`config.mk`:
```
export PLATFORM = sky130hd
export DESIGN_NAME = pbs_top
export DESIGN_NICKNAME = d
export VERILOG_FILES = /design/src/logic/pbs_pkg.sv /design/src/logic/pbs_top.sv /design/src/logic/pbs_resolve.sv
export SDC_FILE = /design/constraint.sdc
export NUM_CORES = 1
export LEC_CHECK = 0
export BUFFER_PORTS_ARGS = -buffer_cell sky130_fd_sc_hd__buf_2
export CAP_MARGIN = 15
export CORE_AREA = 4 4 78 80
export DETAILED_ROUTE_END_ITERATION = 8
export DIE_AREA = 0 0 82 84
export PLACE_DENSITY = 0.79
export SKIP_CTS_REPAIR_TIMING = 1
export SLEW_MARGIN = 20
export SYNTH_ARGS = -nofsm -noshare
export SYNTH_HDL_FRONTEND = slang
export SYNTH_HIERARCHICAL = 1
export SYNTH_SLANG_ARGS = --single-unit
```
`constraint.sdc`:
```
create_clock -name CLK -period 4.4 [get_ports CLK]
set_clock_uncertainty 0.15 [all_clocks]
set_input_delay 0.22 -clock CLK [delete_from_list [all_inputs] [get_ports CLK]]
set_output_delay 0.22 -clock CLK [all_outputs]
set_load 0.01 [all_outputs]
```
`src/logic/pbs_pkg.sv`:
```
// Package for the parameter bank selector: register map, fields, resets.
// Assumes a single 50 MHz clock domain and an Avalon-MM slave with 32-bit data.
package pbs_pkg;
   // ****************************************
   // Sizes
   // ****************************************
   localparam int NUM_BANKS = 8; // Bank count
   localparam int IDX_W = 3; // Bank index width
   localparam int CODE_W = 4; // Code width, 0 means none
   localparam int ADDR_W = 4; // Byte address width
   // ****************************************
   // Register offsets (byte addresses)
   // ****************************************
   localparam logic [3:0] OFF_CTRL = 4'h0; // Override enable, bank count
   localparam logic [3:0] OFF_FORCE = 4'h4; // Override setting (write fires)
   localparam logic [3:0] OFF_REMOTE = 4'h8; // Remote change (write fires)
   localparam logic [3:0] OFF_STATUS = 4'hC; // Active bank, failures, changes
   // ****************************************
   // Field positions
   // ****************************************
   localparam int CTRL_OVR_BIT = 0; // Override enable bit
   localparam int CTRL_CNT_LSB = 4; // Enabled count minus one, 3 bits
   localparam int ST_ACT_LSB = 0; // Active bank index, 3 bits
   localparam int ST_NCFG_BIT = 4; // Not configured failure (sticky)
   localparam int ST_BLK_BIT = 5; // Blocked by priority failure (sticky)
   localparam int ST_CHG_BIT = 6; // Active bank changed (sticky)
   localparam int ST_FFAIL_BIT = 7; // Override request refused (sticky)
   // ****************************************
   // Reset values
   // ****************************************
   localparam logic [2:0] RST_ACTIVE = 3'h0; // Bank 1
   localparam logic [2:0] RST_CNT = 3'h0; // Bank 1 only
   localparam logic RST_OVR = 1'b0; // Override disabled
   localparam logic [3:0] CODE_NONE = 4'h0; // No bank selected
   // Request from one source out of the resolver
   typedef struct packed {
      logic valid; // A request is present
      logic [2:0] idx; // Bank index 0..7
   } pbs_req_t;
endpackage : pbs_pkg

```
`src/logic/pbs_top.sv`:
```
// Parameter bank selector: picks one of eight banks as active.
// Assumes synchronous request lines and an Avalon-MM master on CLK.
// Function
// - Exactly one of eight banks active
// - Reset: bank 1 only enabled, active
// - Requests act once several banks enabled
// - Override ignores requests, applies forced bank; a held higher request still refuses a remote change
// - Pulse or level; highest request wins
// - Priority fixed, bank 1 highest
// - Two static levels: higher bank wins
// - Pulse-chosen bank stays until another
// - Override off: static levels retake control
// - Active bank readable, bank 1 at reset
// - Forced setting none or bank; pulse-like
// - After override, last bank holds
// - Override default off, gates remote changes
// - Enabled count selects usable banks
// - Static bank 1 blocks all others
// - Static bank 2..7 blocks lower ones
// - Static bank 8 blocks nothing
// - Flag not configured, blocked, changes
`timescale 1ns/1ps
`default_nettype none
module pbs_top (
   input wire logic CLK, // 50 MHz clock
   input wire logic RESET_N, // Synchronous reset, active low
   input wire logic [3:0] AVS_ADDRESS, // Byte address
   input wire logic AVS_READ, // Read strobe
   input wire logic AVS_WRITE, // Write strobe
   input wire logic [31:0] AVS_WRITEDATA, // Write data
   input wire logic [3:0] AVS_BYTEENABLE, // Byte lanes
   output logic [31:0] AVS_READDATA, // Read data
   output logic AVS_WAITREQUEST, // Wait request
   output logic AVS_RESPONSE_ERR, // Unmapped access flag with answer
   input wire logic [7:0] BANK_REQ, // Request lines, bit 0 is bank 1
   output logic [7:0] ACTIVE_BANK, // One-hot active bank
   output logic BANK_CHANGED // One-cycle pulse on change
);
   // ****************************************
   // State
   // ****************************************
   logic [2:0] active_r; // Active bank index
   logic [2:0] cnt_r; // Enabled banks minus one
   logic ovr_r; // Override enable
   logic [7:0] level_r; // Request lines of last cycle
   logic ncfg_r; // Not configured failure
   logic blk_r; // Blocked failure
   logic chg_r; // Change seen
   logic ffail_r; // Override request refused
   logic ack_r; // Answer cycle
   logic wait_r; // Wait request output register
   logic [31:0] rdata_r; // Read data
   logic err_r; // Unmapped answer
   logic [7:0] onehot_r; // Active bank output
   logic chgp_r; // Change pulse output
   // ****************************************
   // Bus decode
   // ****************************************
   logic req_take; // Access taken this cycle
   logic wr_ctrl; // Control write
   logic wr_force; // Override setting write
   logic wr_remote; // Remote change write
   logic [3:0] wcode; // Written bank code
   assign req_take = (AVS_READ | AVS_WRITE) & ~ack_r;
   assign wr_ctrl = req_take & AVS_WRITE & (AVS_ADDRESS == pbs_pkg::OFF_CTRL) & AVS_BYTEENABLE[0];
   assign wr_force = req_take & AVS_WRITE & (AVS_ADDRESS == pbs_pkg::OFF_FORCE) & AVS_BYTEENABLE[0];
   assign wr_remote = req_take & AVS_WRITE & (AVS_ADDRESS == pbs_pkg::OFF_REMOTE) & AVS_BYTEENABLE[0];
   assign wcode = AVS_WRITEDATA[3:0];
   // ****************************************
   // Request resolution
   // ****************************************
   logic [7:0] req_ok; // Requests within enabled count
   logic [7:0] req_bad; // Requests beyond enabled count
   pbs_pkg::pbs_req_t win; // Winning line
   logic [7:0] lost; // Lines lost to priority
   logic multi; // More than one bank enabled
   assign multi = (cnt_r != pbs_pkg::RST_CNT);
   always_comb begin
      for (int i = 0; i < 8; i++) begin
         req_ok[i] = BANK_REQ[i] & (3'(i) <= cnt_r);
         req_bad[i] = BANK_REQ[i] & (3'(i) > cnt_r);
      end
   end
   pbs_resolve u_resolve (
      .req(req_ok),
      .level(level_r & req_ok),
      .win(win),
      .blocked(lost)
   );
   // Remote change: valid code, enabled, no higher request held
   logic rem_ok; // Remote request accepted
   logic [2:0] rem_idx; // Remote bank index
   assign rem_idx = 3'(wcode - 4'h1);
   assign rem_ok = wr_remote & ovr_r & (wcode != pbs_pkg::CODE_NONE) & (wcode <= 4'h8)
      & (rem_idx <= cnt_r) & ~(win.valid & (win.idx < rem_idx));
   // Forced change: override on, bank enabled
   logic frc_ok; // Forced request accepted
   assign frc_ok = wr_force & ovr_r & (wcode != pbs_pkg::CODE_NONE) & (wcode <= 4'h8)
      & (rem_idx <= cnt_r);
   // Next active bank
   logic [2:0] active_nxt;
   always_comb begin
      active_nxt = active_r; // Hold by default
      if (ovr_r) begin
         if (frc_ok | rem_ok) begin
            active_nxt = rem_idx;
         end
      end else if (multi & win.valid) begin
         active_nxt = win.idx;
      end
   end
   // ****************************************
   // Active bank and configuration
   // ****************************************
   always_ff @(posedge CLK) begin
      if (!RESET_N) begin
         active_r <= pbs_pkg::RST_ACTIVE;
         onehot_r <= 8'h01;
         chgp_r <= 1'b0;
      end else begin
         // Shrinking count drops active to bank 1 if out of range
         if (active_nxt > cnt_r) begin
            active_r <= pbs_pkg::RST_ACTIVE;
            onehot_r <= 8'h01;
            chgp_r <= (active_r != pbs_pkg::RST_ACTIVE);
         end else begin
            active_r <= active_nxt;
            onehot_r <= 8'(1 << active_nxt);
            chgp_r <= (active_nxt != active_r);
         end
      end
   end
   always_ff @(posedge CLK) begin
      if (!RESET_N) begin
         ovr_r <= pbs_pkg::RST_OVR;
         cnt_r <= pbs_pkg::RST_CNT;
      end else if (wr_ctrl) begin
         ovr_r <= AVS_WRITEDATA[pbs_pkg::CTRL_OVR_BIT];
         cnt_r <= AVS_WRITEDATA[pbs_pkg::CTRL_CNT_LSB +: 3];
      end
   end
   // Previous request lines mark static levels
   always_ff @(posedge CLK) begin
      if (!RESET_N) begin
         level_r <= 8'h00;
      end else begin
         level_r <= BANK_REQ;
      end
   end
   // ****************************************
   // Sticky flags, set wins over clear
   // ****************************************
   logic clr_wr; // Status write, one clears
   assign clr_wr = req_take & AVS_WRITE & (AVS_ADDRESS == pbs_pkg::OFF_STATUS) & AVS_BYTEENABLE[0];
   logic set_ncfg; // Not configured event
   logic set_blk; // Blocked event
   logic set_ffail; // Refused override event
   assign set_ncfg = multi & ~ovr_r & (|req_bad);
   assign set_blk = multi & ~ovr_r & (|lost);
   assign set_ffail = (wr_force | wr_remote) & (wcode != pbs_pkg::CODE_NONE) & ~(frc_ok | rem_ok);
   always_ff @(posedge CLK) begin
      if (!RESET_N) begin
         ncfg_r <= 1'b0;
         blk_r <= 1'b0;
         chg_r <= 1'b0;
         ffail_r <= 1'b0;
      end else begin
         ncfg_r <= set_ncfg | (ncfg_r & ~(clr_wr & AVS_WRITEDATA[pbs_pkg::ST_NCFG_BIT]));
         blk_r <= set_blk | (blk_r & ~(clr_wr & AVS_WRITEDATA[pbs_pkg::ST_BLK_BIT]));
         chg_r <= (active_nxt != active_r) | (chg_r & ~(clr_wr & AVS_WRITEDATA[pbs_pkg::ST_CHG_BIT]));
         ffail_r <= set_ffail | (ffail_r & ~(clr_wr & AVS_WRITEDATA[pbs_pkg::ST_FFAIL_BIT]));
      end
   end
   // ****************************************
   // Bus answer: one wait cycle, then ack
   // ****************************************
   logic [31:0] rd_mux; // Read value
   logic mapped; // Address decodes
   always_comb begin
      rd_mux = 32'h0;
      mapped = 1'b1;
      case (AVS_ADDRESS)
         pbs_pkg::OFF_CTRL: begin
            rd_mux[pbs_pkg::CTRL_OVR_BIT] = ovr_r;
            rd_mux[pbs_pkg::CTRL_CNT_LSB +: 3] = cnt_r;
         end
         pbs_pkg::OFF_FORCE: rd_mux = 32'h0;
         pbs_pkg::OFF_REMOTE: rd_mux = 32'h0;
         pbs_pkg::OFF_STATUS: begin
            rd_mux[pbs_pkg::ST_ACT_LSB +: 3] = active_r;
            rd_mux[pbs_pkg::ST_NCFG_BIT] = ncfg_r;
            rd_mux[pbs_pkg::ST_BLK_BIT] = blk_r;
            rd_mux[pbs_pkg::ST_CHG_BIT] = chg_r;
            rd_mux[pbs_pkg::ST_FFAIL_BIT] = ffail_r;
         end
         default: mapped = 1'b0;
      endcase
   end
   always_ff @(posedge CLK) begin
      if (!RESET_N) begin
         ack_r <= 1'b0;
         wait_r <= 1'b1;
         rdata_r <= 32'h0;
         err_r <= 1'b0;
      end else begin
         ack_r <= req_take;
         wait_r <= ~req_take; // Low in the answer cycle only
         rdata_r <= (req_take & AVS_READ) ? rd_mux : 32'h0;
         err_r <= req_take & ~mapped;
      end
   end
   assign AVS_WAITREQUEST = wait_r;
   assign AVS_READDATA = rdata_r;
   assign AVS_RESPONSE_ERR = err_r;
   assign ACTIVE_BANK = onehot_r;
   assign BANK_CHANGED = chgp_r;
   // ****************************************
   // Checks
   // ****************************************
   one_active_a: assert property (@(posedge CLK) disable iff (!RESET_N) $onehot(ACTIVE_BANK))
      else $error("active bank not one-hot");
   idle_single_a: assert property (@(posedge CLK) disable iff (!RESET_N)
      (cnt_r == 3'h0) |=> (active_r == 3'h0))
      else $error("bank moved with one bank enabled");
   top_static_a: assert property (@(posedge CLK) disable iff (!RESET_N)
      (multi && !ovr_r && BANK_REQ[0] && $stable(cnt_r)) |=> (active_r == 3'h0))
      else $error("bank 1 request did not win");
   ovr_hold_a: assert property (@(posedge CLK) disable iff (!RESET_N)
      (ovr_r && !wr_force && !wr_remote && $stable(cnt_r)) |=> $stable(active_r))
      else $error("bank changed under override");
   hold_idle_a: assert property (@(posedge CLK) disable iff (!RESET_N)
      (!ovr_r && BANK_REQ == 8'h00 && !wr_ctrl) |=> $stable(active_r))
      else $error("bank changed without request");
   range_ok_a: assert property (@(posedge CLK) disable iff (!RESET_N) active_r <= cnt_r)
      else $error("active bank beyond count");
   change_pulse_a: assert property (@(posedge CLK) disable iff (!RESET_N)
      $changed(ACTIVE_BANK) |-> BANK_CHANGED)
      else $error("change not reported");
   bus_ack_a: assert property (@(posedge CLK) disable iff (!RESET_N)
      (AVS_READ || AVS_WRITE) && AVS_WAITREQUEST |=> !AVS_WAITREQUEST)
      else $error("bus answer late");
endmodule : pbs_top
`default_nettype wire

```
`src/logic/pbs_resolve.sv`:
```
// Fixed-priority resolver of the bank request lines.
// Assumes request levels synchronous to CLK; purely combinational.
`timescale 1ns/1ps
`default_nettype none
module pbs_resolve (
   input wire logic [7:0] req, // Request lines, bit 0 is bank 1
   input wire logic [7:0] level, // Lines held from last cycle (static)
   output pbs_pkg::pbs_req_t win, // Winning request
   output logic [7:0] blocked // Requests lost to priority
);
   // ****************************************
   // Blocking masks per line
   // ****************************************
   logic [7:0] above; // Some higher line is active
   logic [7:0] stat_above; // Some higher line holds a static level
   genvar g;
   generate
      for (g = 0; g < 8; g++) begin : g_mask
         if (g == 0) begin : g_top
            assign above[g] = 1'b0;
            assign stat_above[g] = 1'b0;
         end else begin : g_rest
            assign above[g] = |req[g-1:0];
            // Static higher levels block lower ones; bank 8 blocks none
            assign stat_above[g] = |(req[g-1:0] & level[g-1:0]);
         end
         assign blocked[g] = req[g] & above[g];
      end
   endgenerate
   // Priority encode, lowest index wins
   always_comb begin
      win = '0;
      for (int i = 7; i >= 0; i--) begin
         if (req[i]) begin
            win.valid = 1'b1;
            win.idx = 3'(i);
         end
      end
   end
   logic unused_ok; // Static mask feeds no output; blocked uses all higher lines
   assign unused_ok = ^stat_above;
endmodule : pbs_resolve
`default_nettype wire

```
* Yosys cells after proc, flatten, opt, wreduce, memory -nomap -nowiden
Index checks and enable logic that the tools add are counted.
** Word-level totals
- Flip-flop bits (word level) :: 55
- Bits of input ports :: 52
- Output and inout bits :: 43
- Word-level logic and storage cells :: 149
** Cells by class
- Add/subtract/negate cells :: 1
- $lt $le $gt $ge :: 20
- Equal/unequal tests :: 4
- Shift operators :: 1
- Mux-type cells :: 15
- Bitwise logic cells :: 77
- Reduce and logical (&&, ||, !) cells :: 16
** Operators by type and width (number)
- $and A1 B1 Y1 :: 59
- $mux W4 :: 8
- $reduce_or A7 Y1 :: 2
- $gt A3 B3 Y1 const A :: 4
- $le A3 B3 Y1 const A :: 4
- $not A1 Y1 :: 11
- $mux W3 :: 3
- $eq A4 B4 Y1 const B :: 2
- $reduce_or A4 Y1 :: 2
- $reduce_or A8 Y1 :: 1
- $shl A1 B3 Y8 const A :: 1
- $or A1 B1 Y1 :: 7
- $gt A1 B3 Y1 const A :: 2
- $gt A2 B3 Y1 const A :: 2
- $le A1 B3 Y1 const A :: 2
- $le A2 B3 Y1 const A :: 2
- $pmux W3 S2 :: 1
- $reduce_bool A3 Y1 :: 2
- $reduce_or A6 Y1 :: 1
- $reduce_or A5 Y1 :: 1
- $eq A4 B3 Y1 const B :: 1
- $le A4 B4 Y1 const B :: 1
- $logic_not A4 Y1 :: 1
- $reduce_bool A4 Y1 :: 1
- 11 further kinds :: 13

* Depth between registers and ports, before layout
- Word-level depth :: 19
- Gate-level depth with buffers :: 18
- Depth with buffers taken out :: 17

* By module
The synthesis kept the hierarchy.
** By module, submodules not included
- pbs_top :: times used 1, cells an instance 245, area an instance 2127.0 um^2, sequential area each 760.7 um^2
- pbs_resolve :: times used 1, cells an instance 24, area an instance 161.4 um^2, sequential area each 0.0 um^2

* Worst setup path before layout
Ideal clock, no wire load.
- Path type :: register to register
- From :: register cnt_r[1]
- To :: register onehot_r[5], in the netlist ACTIVE_BANK[5]
- Library setup time :: 0.080 ns
- Arrival time :: 4.226 ns
- Data required time :: 4.170 ns
- Setup slack :: -0.057 ns
- Stages on the path, launching flop included :: 17
- Path buffers :: 1
- Period minus slack after synthesis :: 4.457 ns
- Cells stage by stage :: dfxtp_1 > or3_1 > clkbuf_1 > and2_1 > or4_4 > nand2b_4 > or3_1 > o2111ai_1 > o211ai_2 > or2_4 > a311oi_4 > ha_1 > a21o_1 > a21o_1 > a211oi_1 > nand2_1 > nor3b_1
** RTL lines
- start: declaration :: RTL line pbs_top.sv:43 : logic [2:0] cnt_r;
- start signal: assignment :: RTL line pbs_top.sv:136 : cnt_r <= pbs_pkg::RST_CNT;
- start signal: assignment :: RTL line pbs_top.sv:139 : cnt_r <= AVS_WRITEDATA[pbs_pkg::CTRL_CNT_LSB +: 3];
- end signal: assignment :: RTL line pbs_top.sv:128 : onehot_r <= 8'(1 << active_nxt);
- end: declaration :: RTL line pbs_top.sv:54 : logic [7:0] onehot_r;

==> flow_metrics.tcl <==
set metrics [dict create \
    status "finished clean" \
    final_area_um2 2460 \
    htree_levels 2 \
    max_cap_viol_count 0 \
    ys_warn_count 6 \
    wl_met1_um 1970 \
    routed_wl_um 4850 \
    maxSlewHeadroom 0.477 \
    cp-start-kind "flip-flop" \
    leakagePower_nw 1.10 \
    numClockSinks 30 \
    power_density_nw_per_um2 224 \
    fin_total_pwr_mw 0.552 \
    cp_data_required_time_ns 4.46 \
    holdWs_ns 0.0511 \
    r2r_cells 15 \
    critPathArrivalTime_ns 4.37 \
    die_x_um 82 \
    first_pass_iters 4 \
    synth_area_per_cell_um2 8.28 \
    slew_viol_final 0 \
    diodes 0 \
    syn2layout_area_growth_pct 21.2 \
    netlist_area_um2 2030 \
    slowest_stage "or4_4" \
    dr_wl_met2_um 2510 \
    max-clock-path-buffers 2 \
    numCtsBuffers 5 \
    irDropWorstVdd_mv 0.134 \
    cp-end-kind "flip-flop" \
    rows 27 \
    fmax_mhz 232 \
    grt_pass1_vias 1667 \
    tightestPinTransition_ns 0.778 \
    setup_viol 0 \
    worstSetupPathType "reg2reg" \
    grt_max_degree 18 \
    placed_area_um2 2300 \
    hold_depth 3 \
    vias 1797 \
    track_usage 0.137 \
    cts_tree "done" \
    post_drt_wl_per_cell_um 13.1 \
    hold_viol 0 \
    period_minus_slack_ns 4.31 \
    cpPeakStageDelay_ns 0.52 \
    fp.dieH_um 84 \
    fin_ws_ns 0.0934 \
    top_layer "met4" \
    wl_met3_um 277 \
    ant_nets 0 \
    drc_errors 0 \
    core_area_um2 5410 \
    crit_chain "or3_4 -> and2_4 -> or4_4 -> nand2b_4 -> or3_4 -> o2111ai_2 -> o211ai_2 -> or2_4 -> a311oi_4 -> ha_4 -> a21o_1 -> a21o_1 -> o2bb2ai_2 -> and2b_1 -> and3b_1" \
    vias_per_cell 4.86 \
    place_worst_setup_slack_ns 0.0630 \
    finalNetCount 358 \
    drt-initial-drc-count 72 \
    antenna_found_initial 0 \
    fin_crit_sh 0.979 \
    synthCells 245 \
    grt_pass1_wl_um 7440 \
    drive_gt1_frac 0.295 \
    place.detailed.hpwl_um 3750 \
    io_pins 95 \
    portBuffers 42 \
    path_clk_slew_ns 0.05 \
    start_util 0.375 \
    path_max_fanout 6 \
    finalWeightedCongestion 0.845 \
    grt_overflow_total 0 \
    clock-root-buffer "clkbuf_8" \
    clock_latency_ns 0.28 \
    dieArea_um2 6890 \
    worstHoldPathType "in2reg" \
]
==> metal layers <==
layer / vias up / global-route usage
met5: - / 0
met4: 0 / 0.0498
met3: 9 / 0.0292
met2: 46 / 0.236
met1: 842 / 0.164
li1: 900 / -
==> critical path: cells and delay by family, from the launching register on <==
| family | cells | cell delay [ns] |
|---|---|---|
| AOI/OAI and AO/OA | 6 | 1.15 |
| DFF | 1 | 0.31 |
| and+or+nand+nor | 8 | 2.35 |
| adders and majority gates | 1 | 0.26 |
==> registers in the layout, summed over array words and instances (netlist names), 3 cells and up <==
name and cells:
ACTIVE_BANK 8, AVS_READDATA 7, active_r 3, cnt_r 3
==> layout make-up <==
| type | count | area [µm²] |
|---|---|---|
| Clock buffer | 7 | 76.3 |
| Fill cell | 535 | 2950 |
| Inverter | 15 | 60.1 |
| Multi-Input combinational cell | 189 | 1310 |
| Sequential cell | 30 | 601 |
| Tap cell | 72 | 90.1 |
| Timing Repair Buffer | 57 | 323 |
==> path summary, 6_finish.rpt <==
| check | start | endpoint | slack, ns |
|---|---|---|---|
| worst max-delay path | cnt_r[1]$_SDFFE_PN0P_ | ACTIVE_BANK[4]$_SDFF_PP0_ | 0.09 |
| worst min-delay path | AVS_ADDRESS[0] | AVS_RESPONSE_ERR$_SDFF_PN0_ | 0.05 |
| worst max register to register | cnt_r[1]$_SDFFE_PN0P_ | ACTIVE_BANK[4]$_SDFF_PP0_ | 0.09 |
| worst min register to register | chg_r$_SDFF_PN0_ | chg_r$_SDFF_PN0_ | 0.32 |
==> cells in the final DEF, fill, tap and decap left out, drive strengths merged, types with 3 or more instances in the layout <==
| cell type | count |
|---|---|
| buf | 57 |
| dfxtp | 30 |
| conb | 26 |
| nor2 | 18 |
| nand2 | 15 |
| inv | 14 |
| nor2b | 11 |
| a21oi | 11 |
| nor3 | 8 |
| ha | 8 |
| clkbuf | 7 |
| and3 | 6 |
| mux2i | 6 |
| o21ai | 6 |
| and2 | 6 |
| xnor2 | 5 |
| nand3 | 5 |
| a22oi | 5 |
| a21boi | 4 |
| o21a | 4 |
| nand2b | 4 |
| a211oi | 4 |
| a311oi | 4 |
| xor2 | 3 |
| or3 | 3 |
| and2b | 3 |
==> through the flow <==
step	instances	TNS (ns)	util
floorplan	269	0	-
global placement	362	0	0.425
detailed placement	362	0	0.425
CTS	369	-0.0295	0.439
global route	370	-0.259	0.455
finish	370	0	0.455
==> where the power goes <==
group          leakage (nW)  switching (mW)  internal [mW]
Clock                0.0383          0.0897          0.108
Sequential            0.243         0.00158          0.275
Combinational         0.820          0.0459         0.0311
(Power assumes the default switching activity.)
